$ cat config.mk
export PLATFORM = sky130hd
export DESIGN_NAME = gpb_port
export DESIGN_NICKNAME = d
export VERILOG_FILES = /design/src/design/gpb_pkg.sv /design/src/design/gpb_port.sv
export SDC_FILE = /design/constraint.sdc
export NUM_CORES = 1
export LEC_CHECK = 0
export ABC_AREA = 0
export BUFFER_PORTS_ARGS = -buffer_cell sky130_fd_sc_hd__buf_2
export CAP_MARGIN = 20
export CORE_ASPECT_RATIO = 0.8
export CORE_UTILIZATION = 49
export DETAILED_ROUTE_END_ITERATION = 8
export GPL_TIMING_DRIVEN = 0
export PLACE_DENSITY_LB_ADDON = 0.15
export SLEW_MARGIN = 10
export SYNTH_ARGS = -nofsm -noshare
export SYNTH_HDL_FRONTEND = slang
export SYNTH_SLANG_ARGS = --single-unit
$ cat constraint.sdc
create_clock -name aclk -period 2.23 [get_ports aclk]
set_input_delay 0 -clock aclk [delete_from_list [all_inputs] [get_ports aclk]]
set_output_delay 0 -clock aclk [all_outputs]
set_load 0.05 [all_outputs]
$ cat src/design/gpb_pkg.sv
// Package of constants for the bidirectional port block
// Notes on behaviour
// - An eight-bit output latch holds one data bit per port pin.
// - Each pin has its own direction bit selecting input or output.
// - Direction bit one leaves the pin driver in high impedance.
// - Direction bit zero drives the pin from its latch bit.
// - Reading the data register returns the pin levels, not the latch.
// - Writing the data register loads the latch whatever the direction.
// - Every write reads all pins, merges the change, writes the full byte; the code uses the snapshot only on an unstrobed data write.
// - Input pins overwrite their latch bits with sampled levels on write; the code does so only on an unstrobed data write.
// - Operand read falls in phase two, destination write in phase four.
package gpb_pkg;
  localparam int unsigned PORT_W      = 8;
  localparam logic [11:0] IDX_DATA    = 12'h007;
  localparam logic [11:0] IDX_DIR     = 12'h087;
  // Byte address is four times the register index
  localparam logic [11:0] ADDR_DATA   = IDX_DATA << 2;
  localparam logic [11:0] ADDR_DIR    = IDX_DIR << 2;
  localparam logic [7:0]  DIR_RESET   = 8'hff;
  localparam logic [1:0]  RESP_OKAY   = 2'h0;
  localparam logic [1:0]  RESP_SLVERR = 2'h2;
  localparam logic [1:0]  PH_ONE      = 2'h0;
  localparam logic [1:0]  PH_TWO      = 2'h1;
  localparam logic [1:0]  PH_FOUR     = 2'h3;
  typedef enum logic [1:0] {GPB_IDLE, GPB_WAIT_RD, GPB_WAIT_WR, GPB_RESP}
    gpb_state_t;
endpackage : gpb_pkg

$ cat src/design/gpb_port.sv
// Eight-bit bidirectional port with direction register, AXI4-Lite slave
//
// Register access over AXI4-Lite was decided locally.
module gpb_port
(
  input  wire logic        aclk,          // 100 MHz clock
  input  wire logic        aresetn,       // Synchronous reset, active low
  input  wire logic [11:0] s_awaddr,      // Write address
  input  wire logic        s_awvalid,     // Write address valid
  output logic             s_awready,     // Write address ready
  input  wire logic [31:0] s_wdata,       // Write data
  input  wire logic [3:0]  s_wstrb,       // Write byte strobes
  input  wire logic        s_wvalid,      // Write data valid
  output logic             s_wready,      // Write data ready
  output logic [1:0]       s_bresp,       // Write response
  output logic             s_bvalid,      // Write response valid
  input  wire logic        s_bready,      // Write response ready
  input  wire logic [11:0] s_araddr,      // Read address
  input  wire logic        s_arvalid,     // Read address valid
  output logic             s_arready,     // Read address ready
  output logic [31:0]      s_rdata,       // Read data
  output logic [1:0]       s_rresp,       // Read response
  output logic             s_rvalid,      // Read data valid
  input  wire logic        s_rready,      // Read data ready
  input  wire logic [7:0]  port_io_in,    // Pin levels
  output logic [7:0]       port_io_out,   // Pin drive values
  output logic [7:0]       port_io_oe     // Pin drive enables, high drives
);

  // Port state and instruction phase
  logic [7:0]        latch;
  logic [7:0]        next_latch;
  logic [7:0]        port_direction;
  logic [7:0]        next_port_direction;
  logic [1:0]        phase;
  logic [1:0]        next_phase;

  // Write channel state
  gpb_pkg::gpb_state_t wst;
  gpb_pkg::gpb_state_t next_wst;
  logic [11:0]       waddr;
  logic [11:0]       next_waddr;
  logic [31:0]       wdata;
  logic [31:0]       next_wdata;
  logic [3:0]        wstrb;
  logic [3:0]        next_wstrb;
  logic              have_aw;
  logic              next_have_aw;
  logic              have_w;
  logic              next_have_w;
  logic [7:0]        rmw_snap;
  logic [7:0]        next_rmw_snap;
  logic [1:0]        next_bresp;

  // Read channel state
  gpb_pkg::gpb_state_t rst;
  gpb_pkg::gpb_state_t next_rst;
  logic [11:0]       raddr;
  logic [11:0]       next_raddr;
  logic [31:0]       next_rdata;
  logic [1:0]        next_rresp;

  // Next values of the registered outputs
  logic              next_s_awready;
  logic              next_s_wready;
  logic              next_s_bvalid;
  logic              next_s_arready;
  logic              next_s_rvalid;
  logic [7:0]        next_port_io_oe;
  logic [7:0]        next_port_io_out;

  // Free-running four-phase instruction cycle
  always_comb
  begin
    next_phase = phase + 2'h1;
  end

  // Write side: collect address and data, snapshot pins in phase two,
  // commit the written byte or the pin snapshot in phase four. On an unstrobed data write the
  // snapshot of input pins replaces their latch bits, so a pending value there is lost.
  always_comb
  begin
    next_wst            = wst;
    next_waddr          = waddr;
    next_wdata          = wdata;
    next_wstrb          = wstrb;
    next_have_aw        = have_aw;
    next_have_w         = have_w;
    next_rmw_snap       = rmw_snap;
    next_latch          = latch;
    next_port_direction = port_direction;
    next_bresp          = s_bresp;
    unique case (wst)
      gpb_pkg::GPB_IDLE:
      begin
        if (s_awvalid && !have_aw)
        begin
          next_waddr   = s_awaddr;
          next_have_aw = 1'b1;
        end
        if (s_wvalid && !have_w)
        begin
          next_wdata  = s_wdata;
          next_wstrb  = s_wstrb;
          next_have_w = 1'b1;
        end
        if (have_aw && have_w)
          next_wst = gpb_pkg::GPB_WAIT_RD;
      end
      gpb_pkg::GPB_WAIT_RD:
      begin
        if (phase == gpb_pkg::PH_TWO)
        begin
          next_rmw_snap = port_io_in;
          next_wst      = gpb_pkg::GPB_WAIT_WR;
        end
      end
      gpb_pkg::GPB_WAIT_WR:
      begin
        if (phase == gpb_pkg::PH_FOUR)
        begin
          next_bresp = gpb_pkg::RESP_OKAY;
          if (waddr == gpb_pkg::ADDR_DATA)
          begin
            // Unstrobed lane keeps the pin snapshot, so an unstrobed write
            // stores a full byte taken from the pins
            next_latch = wstrb[0] ? wdata[7:0] : rmw_snap;
          end
          else if (waddr == gpb_pkg::ADDR_DIR)
          begin
            if (wstrb[0])
              next_port_direction = wdata[7:0];
          end
          else
            next_bresp = gpb_pkg::RESP_SLVERR;
          next_wst = gpb_pkg::GPB_RESP;
        end
      end
      gpb_pkg::GPB_RESP:
      begin
        if (s_bready)
        begin
          next_have_aw = 1'b0;
          next_have_w  = 1'b0;
          next_wst     = gpb_pkg::GPB_IDLE;
        end
      end
    endcase
  end

  // Read side: pins are sampled in phase two of the cycle
  always_comb
  begin
    next_rst   = rst;
    next_raddr = raddr;
    next_rdata = s_rdata;
    next_rresp = s_rresp;
    unique case (rst)
      gpb_pkg::GPB_IDLE:
      begin
        if (s_arvalid)
        begin
          next_raddr = s_araddr;
          next_rst   = gpb_pkg::GPB_WAIT_RD;
        end
      end
      gpb_pkg::GPB_WAIT_RD:
      begin
        if (phase == gpb_pkg::PH_TWO)
        begin
          next_rresp = gpb_pkg::RESP_OKAY;
          next_rdata = 32'h0000_0000;
          if (raddr == gpb_pkg::ADDR_DATA)
            next_rdata[7:0] = port_io_in;
          else if (raddr == gpb_pkg::ADDR_DIR)
            next_rdata[7:0] = port_direction;
          else
            next_rresp = gpb_pkg::RESP_SLVERR;
          next_rst = gpb_pkg::GPB_RESP;
        end
      end
      gpb_pkg::GPB_WAIT_WR:
        next_rst = gpb_pkg::GPB_IDLE;
      gpb_pkg::GPB_RESP:
      begin
        if (s_rready)
          next_rst = gpb_pkg::GPB_IDLE;
      end
    endcase
  end

  // Handshake and pin outputs; each ready pulses once on its capture
  // edge so the master never sees a second handshake for one item
  always_comb
  begin
    next_s_awready   = (wst == gpb_pkg::GPB_IDLE) && s_awvalid && !have_aw
                       && !s_awready;
    next_s_wready    = (wst == gpb_pkg::GPB_IDLE) && s_wvalid && !have_w
                       && !s_wready;
    next_s_bvalid    = (next_wst == gpb_pkg::GPB_RESP);
    next_s_arready   = (rst == gpb_pkg::GPB_IDLE) && s_arvalid;
    next_s_rvalid    = (next_rst == gpb_pkg::GPB_RESP);
    // Pins take latch and direction on the same edge as the registers
    next_port_io_oe  = ~next_port_direction;
    next_port_io_out = next_latch;
  end

  // Registers; the latch has no reset since its power-up value is
  // undefined and a reset must not disturb it
  always_ff @(posedge aclk)
  begin
    latch    <= next_latch;
    rmw_snap <= next_rmw_snap;
    waddr    <= next_waddr;
    wdata    <= next_wdata;
    wstrb    <= next_wstrb;
    raddr    <= next_raddr;
    if (!aresetn)
    begin
      port_direction <= gpb_pkg::DIR_RESET;
      phase          <= gpb_pkg::PH_ONE;
      wst            <= gpb_pkg::GPB_IDLE;
      rst            <= gpb_pkg::GPB_IDLE;
      have_aw        <= 1'b0;
      have_w         <= 1'b0;
      s_awready      <= 1'b0;
      s_wready       <= 1'b0;
      s_bvalid       <= 1'b0;
      s_bresp        <= gpb_pkg::RESP_OKAY;
      s_arready      <= 1'b0;
      s_rvalid       <= 1'b0;
      s_rresp        <= gpb_pkg::RESP_OKAY;
      s_rdata        <= 32'h0000_0000;
      port_io_oe     <= 8'h00;
      port_io_out    <= 8'h00;
    end
    else
    begin
      port_direction <= next_port_direction;
      phase          <= next_phase;
      wst            <= next_wst;
      rst            <= next_rst;
      have_aw        <= next_have_aw;
      have_w         <= next_have_w;
      s_awready   <= next_s_awready;
      s_wready    <= next_s_wready;
      s_bvalid    <= next_s_bvalid;
      s_bresp     <= next_bresp;
      s_arready   <= next_s_arready;
      s_rvalid    <= next_s_rvalid;
      s_rresp     <= next_rresp;
      s_rdata     <= next_rdata;
      port_io_oe  <= next_port_io_oe;
      port_io_out <= next_port_io_out;
    end
  end

  // Pins are driven exactly where the direction bit is zero
  pin_drive_a: assert property (@(posedge aclk)
    disable iff (!aresetn)
    port_io_oe == ~port_direction)
    else $error("pin enable does not follow direction");
  // A data write shows the new latch on the pins at once; checked only
  // after a commit because the latch is unknown until first written
  pin_value_a: assert property (@(posedge aclk)
    disable iff (!aresetn)
    wst == gpb_pkg::GPB_RESP && $past(wst) == gpb_pkg::GPB_WAIT_WR
    && waddr == gpb_pkg::ADDR_DATA |-> port_io_out == latch)
    else $error("pin value does not follow latch");
  // Data reads carry pin levels sampled in phase two
  read_pins_a: assert property (@(posedge aclk)
    disable iff (!aresetn)
    rst == gpb_pkg::GPB_WAIT_RD && phase == gpb_pkg::PH_TWO
    && raddr == gpb_pkg::ADDR_DATA
    |=> s_rvalid && s_rdata == {24'h000000, $past(port_io_in)})
    else $error("data read did not return pin levels");
  // Write commit only in phase four
  write_phase_a: assert property (@(posedge aclk)
    disable iff (!aresetn)
    $rose(s_bvalid) |-> $past(phase) == gpb_pkg::PH_FOUR)
    else $error("write committed outside phase four");
  // Data write with its lane-zero strobe stores the written byte
  latch_store_a: assert property (@(posedge aclk)
    disable iff (!aresetn)
    wst == gpb_pkg::GPB_WAIT_WR && phase == gpb_pkg::PH_FOUR
    && waddr == gpb_pkg::ADDR_DATA && wstrb[0]
    |=> latch == $past(wdata[7:0]))
    else $error("latch did not take written byte");
  // Unstrobed data write restores the pin snapshot
  rmw_merge_a: assert property (@(posedge aclk)
    disable iff (!aresetn)
    wst == gpb_pkg::GPB_WAIT_WR && phase == gpb_pkg::PH_FOUR
    && waddr == gpb_pkg::ADDR_DATA && !wstrb[0]
    |=> latch == $past(rmw_snap))
    else $error("latch lost pin snapshot");
  // Snapshot of the pins taken in phase two
  rmw_read_a: assert property (@(posedge aclk)
    disable iff (!aresetn)
    wst == gpb_pkg::GPB_WAIT_RD && phase == gpb_pkg::PH_TWO
    |=> rmw_snap == $past(port_io_in) ##[1:2] s_bvalid)
    else $error("pin snapshot or response missing");
  // Reset leaves every pin an input
  dir_reset_a: assert property (@(posedge aclk)
    !aresetn |=> port_direction == gpb_pkg::DIR_RESET && port_io_oe == 8'h00)
    else $error("direction not all inputs after reset");
  // Direction register written only at its address
  dir_write_a: assert property (@(posedge aclk)
    disable iff (!aresetn)
    port_direction != $past(port_direction) && $past(aresetn)
    |-> $past(waddr) == gpb_pkg::ADDR_DIR)
    else $error("direction changed by wrong address");
  // Direction write without its lane strobe leaves every bit alone
  dir_hold_a: assert property (@(posedge aclk)
    disable iff (!aresetn)
    wst == gpb_pkg::GPB_WAIT_WR && phase == gpb_pkg::PH_FOUR
    && waddr == gpb_pkg::ADDR_DIR && !wstrb[0]
    |=> $stable(port_direction))
    else $error("direction changed by unstrobed write");
  // Writes outside the two registers are answered with an error
  addr_error_a: assert property (@(posedge aclk)
    disable iff (!aresetn)
    wst == gpb_pkg::GPB_WAIT_WR && phase == gpb_pkg::PH_FOUR
    && waddr != gpb_pkg::ADDR_DATA && waddr != gpb_pkg::ADDR_DIR
    |=> s_bvalid && s_bresp == gpb_pkg::RESP_SLVERR)
    else $error("unmapped write not refused");

endmodule : gpb_port

==> results of run 1 <==
## stage by stage
| step | total power (W) | setup slack (ns) | hold WS [ns] | area (µm²) |
|---|---|---|---|---|
| floorplan | 0.00223 | 0.376 | 0.0989 | 3830 |
| global placement | 0.00232 | 0.0637 | 0.176 | 4360 |
| detailed placement | 0.00233 | 0.298 | 0.178 | 4390 |
| CTS | 0.00346 | 0.270 | 0.0675 | 5020 |
| global route | 0.00356 | 0.226 | 0.0886 | 5020 |
| finish | 0.00343 | 0.280 | 0.0911 | 5020 |
## layer usage
metal / wire, µm / GRT usage, % / share of wire, % / vias up
met5: 0 / 0 / 0 / -
met4: 63 / 6.18 / 0.88 / 0
met3: 341 / 4.53 / 4.8 / 4
met2: 3570 / 32.2 / 50 / 78
met1: 3170 / 22.3 / 44 / 1136
li1: - / - / - / 1279
## logic make-up after synthesis
logic type / after synthesis
AO/OA/AOI/OAI: 22
buffers and inverters: 44
flip-flops: 96
multiplexers: 49
adder cells (fa/ha/maj): 2
other: 1
AND/OR/NAND/NOR: 75
## timing repair
item	CTS	global route
setup buffers	0	0
setup endpoints to repair	0	0
hold endpoints to repair	52	0
hold buffers	45	0
## registers in the layout, summed over array words and instances (netlist names), 2 cells and up, named ones only
register	cells
s_rdata	8
wdata	8
phase	2
rmw_snap	8
latch	8
rst	2
waddr	12
wst	2
raddr	12
port_io_out	8
port_io_oe	8
## how the worst max path moves through the flow
stage                                    to  slack [ns]  cells past startpoint
detailed placement                flip-flop        0.30                      7
global placement         waddr[4]$_DFFE_PP_        0.06                      3
floorplan                waddr[0]$_DFFE_PP_        0.38                      3
CTS                               flip-flop        0.27                      7
finish                            flip-flop        0.28                      7
global route        s_rdata[3]$_SDFFE_PN0P_        0.23                      4
## worst max-delay path, delay by kind of cell (launching register included)
family	cells	cell delay, ns
simple gates	3	0.64
flops	1	0.38
mux	1	0.30
buf+inv	2	0.29
fa+ha+maj	1	0.22
## where the power goes
part | internal (W) | switching [W]
sequential | 0.00191 | 0.0000282
combinational | 0.000178 | 0.000248
clock | 0.000431 | 0.000636
## layout make-up
cell class,instances,area [µm²]
Clock buffer,9,124
Buffer,39,292
Clock inverter,7,62.6
Inverter,5,18.8
Sequential cell,96,2330
Multi-Input combinational cell,174,1210
Tap cell,105,131
Fill cell,566,2370
Timing Repair Buffer,125,856
## cell usage in the layout, fill, tap and decap left out, types with 4 or more instances in the layout
cell type	netlist	routed
conb_1	1	26
nand2b_1	19	19
edfxtp_1	41	41
mux2i_1	25	25
mux2_4	4	4
clkbuf_1	5	5
dlygate4sd3_1	0	45
clkbuf_8	0	9
dfxtp_1	55	55
nand2_1	28	28
a21oi_1	7	7
buf_2	1	79
buf_6	4	4
buf_4	26	28
mux2_2	20	20
nor2_1	8	8
o21ai_0	9	9
inv_1	5	5
==> flow_summary.yaml, run 1 <==
global_routing:
  grt_pass1_wl_um: 10900
  grt_use_total_pct: 18.4
  antenna_found_initial: 0
  grt_max_degree: 19
  grt-ovfl-total: 0
  grt_pass1_vias: 2303
final_layout:
  drive_above_1_share_pct: 34.5
  final_util_pct: 67.9
  syn2layout_area_growth_pct: 34.3
  num_antenna_cells: 0
  fin_nets: 527
  layoutNonFillerInstCount: 560
clock_network:
  h-tree-depth: 3
  cts.clk_slew.worst_paths_ns: 0.11
  insertion_delay_ns: 0.36
  cts_sinks: 96
  tritoncts: "yes"
  cts_buffers: 9
  clockBufferDepth: 2
  cts_resized: 0
  cts_root_buf: "clkbuf_8"
synth:
  synthFlopType: "dfxtp_1"
  yosys_warnings: 0
  avgSynthCellArea_um2: 12.9
  ys_top_cells_by_count: "dfxtp_1 (55), edfxtp_1 (41), nand2_1 (28), buf_4 (26), mux2i_1 (25)"
  yosys.area_share.simple_pct: 10.7
  synth_adder_area_share_pct: 0.669
  netlist.area_leader.share_pct: 32.9
  async_flop_share_pct: 0
  synth_seq_cells: 96
  synth_top_family_by_area: "multiplexers"
  synthMostInstantiatedCell: "dfxtp_1"
  muxShareOfSynthArea_pct: 14.3
  syn_inst: 289
  synth_edf_count: 41
  ys_top_cells_by_area: "edfxtp_1 (33%), dfxtp_1 (29%), mux2i_1 (6.7%)"
  yosysTopAreaCell: "edfxtp_1"
  ys_seq_area_share_pct: 62.4
  synth.cell_area_mm2: 0.00374
  synth_xor_area_share_pct: 0
  ys_types: 36
  synth-compound-area-share_pct: 3.51
route:
  vias_per_cell: 4.46
  antenna_left: 0
  drc_errors: 0
  drt_first_pass_iters: 4
  first_iter_violations: 51
  wl_per_cell_um: 12.8
  vias: 2497
  drt-total-wl_um: 7150
die:
  coreArea_mm2: 0.00739
  ios: 132
  die_h_um: 80.1
  die_x_um: 99.7
  rows: 28
  start_util_pct: 50.6
  die_area_mm2: 0.00799
worst_setup_path:
  cp.arrival_ns: 2.19
  critPathMaxStageDelay_ns: 0.38
  slowest_stage: "dfxtp_1"
  r2r_cells: 7
  cp-startpoint: "phase[0]$_SDFF_PN0_"
  cp_cell_sequence: "ha_1, and3b_1, and4_4, and3_4, buf_6, buf_12, mux2_4"
  cp.required_ns: 2.47
  rrSetupSlack_ns: 0.28
  crit_path_end_kind: "flip-flop"
  r2r_start: "phase[0]$_SDFF_PN0_"
  worstSetupPathType: "reg2reg"
  worstPathMaxFanout: 10
  cp-start-kind: "flip-flop"
sta:
  slew_headroom_pct: 44.0
  fmaxAchievable_ghz: 0.513
  drv_slew: 0
  period_minus_slack_ns: 1.95
  worst_pin_slew_ns: 0.835
  period_share_pct: 87.4
  fin_tns_setup_ns: 0
  hold_viol_final: 0
  skew_ns: 0.0185
  rsz0062_at_grt: "no"
  finalSetupViolCount: 0
placed_design:
  hpwl_um: 4900
  gp_congestion: 0.811
  io_buffer_count: 78
  dp.cells: 499
min_path:
  holdPathEnd: "have_w$_SDFFE_PN0P_"
  hold_depth: 5
  hold_class: "in2reg"
  holdCritStartpoint: "s_wvalid"
power:
  p_per_area_mw_per_mm2: 682
  ir_drop_mv: 0.531
  p_leak_nw: 2.18
run:
  drv_cap: 0
status:
  outcome: "complete, no violations"
No activity file was read; power rests on OpenSTA's default activity.
==> run 2: changes to the inputs <==
--- a/config.mk
+++ b/config.mk
@@ -5,11 +5,11 @@
 export SDC_FILE = /design/constraint.sdc
 export NUM_CORES = 1
 export LEC_CHECK = 0
-export ABC_AREA = 0
+export ABC_AREA = 1
 export BUFFER_PORTS_ARGS = -buffer_cell sky130_fd_sc_hd__buf_2
 export CAP_MARGIN = 20
 export CORE_ASPECT_RATIO = 0.8
-export CORE_UTILIZATION = 49
+export CORE_UTILIZATION = 50
 export DETAILED_ROUTE_END_ITERATION = 8
 export GPL_TIMING_DRIVEN = 0
 export PLACE_DENSITY_LB_ADDON = 0.15
==> flow_summary.yaml, run 2 <==
final_layout:
  reg_top3: "raddr: 12 flops, waddr: 12 flops"
  syn2layout_area_growth_pct: 33.7
  layout_commonest_cell: "buf_2"
  multi_input_area_mm2: 0.00118
  fin_nets: 634
  layout_common_cells: "buf_2 (81), nand2_1 (80), dfxtp_1 (55)"
  n_fill_cell: 602
  register_area_mm2: 0.00233
  num_antenna_cells: 0
  drive_above_1_share_pct: 27.9
power:
  p_leak_nw: 2.53
  ir_drop_mv: 0.456
  p_per_area_mw_per_mm2: 720
clock_network:
  cts_buffers: 9
  tritoncts: "yes"
  cts_root_buf: "clkbuf_8"
  cts.clk_slew.worst_paths_ns: 0.09
  clockBufferDepth: 2
  insertion_delay_ns: 0.36
  post_cts_buffers: 0
  h-tree-depth: 3
  cts_sinks: 96
placed_design:
  hpwl_um: 5410
  gp_congestion: 0.814
  io_buffer_count: 78
sta:
  rsz0062_at_grt: "no"
  worst_pin_slew_ns: 1.01
  slew_headroom_pct: 32.5
  drv_slew: 0
  whs_ns: 0.219
  period_share_pct: 83.7
  fin_tns_setup_ns: 0
  hold_viol_final: 0
  fmaxAchievable_ghz: 0.536
  skew_ns: 0.0101
  period_minus_slack_ns: 1.87
  finalSetupViolCount: 0
min_path:
  holdCritStartpoint: "s_wvalid"
  hold_class: "in2reg"
route:
  first_iter_violations: 135
  dr_wl_met2_um: 3820
  drc_errors: 0
  drt_first_pass_iters: 5
  met1_length_um: 3520
  vias: 3053
  drt-total-wl_um: 7890
  maxUsedRoutingLayer: "met4"
  antenna_left: 0
  route.met3.wl_um: 466
  wl_per_cell_um: 11.8
  vias_per_cell: 4.58
global_routing:
  grt_max_degree: 17
  grt_use_total_pct: 21.2
  antenna_found_initial: 0
  grt_pass1_vias: 2857
  grt_pass1_wl_um: 12900
  grt-ovfl-total: 0
synth:
  netlist.area_leader.share_pct: 31.7
  synth_edf_count: 41
  ys_top_cells_by_area: "edfxtp_1 (32%), dfxtp_1 (28%), nand2_1 (7.7%)"
  yosysTopAreaCell: "edfxtp_1"
  synth.cell_area_mm2: 0.00388
  ys_types: 32
  synth_seq_cells: 96
  ys_seq_area_share_pct: 60.1
  avgSynthCellArea_um2: 9.80
  syn_inst: 396
  yosys_warnings: 0
  synthFlopType: "dfxtp_1"
  async_flop_share_pct: 0
  synthMostInstantiatedCell: "nand2_1"
  ys_top_cells_by_count: "nand2_1 (80), dfxtp_1 (55), nor2_1 (45), edfxtp_1 (41), inv_1 (37)"
die:
  die_h_um: 80.8
  die_area_mm2: 0.00812
  rows: 28
  die_x_um: 101
  ios: 132
  coreArea_mm2: 0.00746
  start_util_pct: 52.0
worst_setup_path:
  worstPathMaxFanout: 12
  cp-startpoint: "wst[1]$_SDFF_PN0_"
  worstSetupPathType: "reg2reg"
  cp.arrival_ns: 1.85
  r2r_start: "wst[1]$_SDFF_PN0_"
  cp.required_ns: 2.21
  cp-start-kind: "flip-flop"
  crit_path_end_kind: "flip-flop"
run:
  drv_cap: 0
status:
  outcome: "complete, no violations"
[run 2: layer usage]
metal / vias up / track usage, %
li1: 1550 / -
met1: 1398 / 27.2
met2: 97 / 36.2
met3: 8 / 5.94
met4: 0 / 4.35
met5: - / 0
[run 2: logic make-up (layout without fill, tap and decap cells)]
| logic type | after synthesis | count (layout) | share of synthesized area [%] |
|---|---|---|---|
| other | 1 | 26 | 0.0966 |
| adder cells (fa/ha/maj) | 2 | 2 | 0.645 |
| buffers and inverters | 85 | 226 | 12.0 |
| AO/OA/AOI/OAI | 16 | 16 | 2.74 |
| AND/OR/NAND/NOR | 196 | 196 | 24.5 |
| flip-flops | 96 | 96 | 60.1 |
[run 2: cell type report]
cell class	count	area share [%]
Clock inverter	7	1.86
Inverter	49	3.54
Timing Repair Buffer	125	16.5
Tap cell	105	2.53
Buffer	36	5.40
Sequential cell	96	44.9
Multi-Input combinational cell	240	22.8
Clock buffer	9	2.39
[run 2: path summary, 6_finish.rpt]
| kind | depth (start not counted) | to | slack [ns] |
|---|---|---|---|
| max | 3 | waddr[5]$_DFFE_PP_ | 0.36 |
| max reg2reg | 3 | waddr[5]$_DFFE_PP_ | 0.36 |
| min reg2reg | 1 | s_wready$_SDFF_PN0_ | 0.42 |
| min | 3 | wdata[1]$_DFFE_PP_ | 0.22 |
[run 2: per-stage QoR]
stage | util (%) | cells | setup WS, ns | power [W] | cell area (µm²)
finish | 69.6 | 667 | 0.364 | 0.00374 | 5190
global route | 69.6 | 667 | 0.226 | 0.00388 | 5190
floorplan | - | 421 | 0.523 | 0.00237 | 3980
detailed placement | 60.4 | 605 | 0.378 | 0.00249 | 4510
CTS | 69.6 | 667 | 0.338 | 0.00375 | 5190
global placement | 60.3 | 604 | 0.222 | 0.00247 | 4500
[run 2: power by group]
| part | switching [W] | internal, W | leakage (nW) |
|---|---|---|---|
| clock | 0.000589 | 0.000631 | 0.103 |
| combinational | 0.000359 | 0.000189 | 1.59 |
| sequential | 0.0000362 | 0.00193 | 0.836 |
| total | 0.000984 | 0.00275 | 2.53 |
[run 2: worst max-delay path: stages (launching register included)]
cell and delay, ns:
dfxtp_1 0.37, nor2_1 0.22, nand2_1 0.13, nor2_1 0.78
[run 2: repair_timing]
action | 4_1_cts | 5_1_grt
hold endpoints to repair | 59 | 0
hold buffers | 46 | 0
resized for setup | 0 | 0
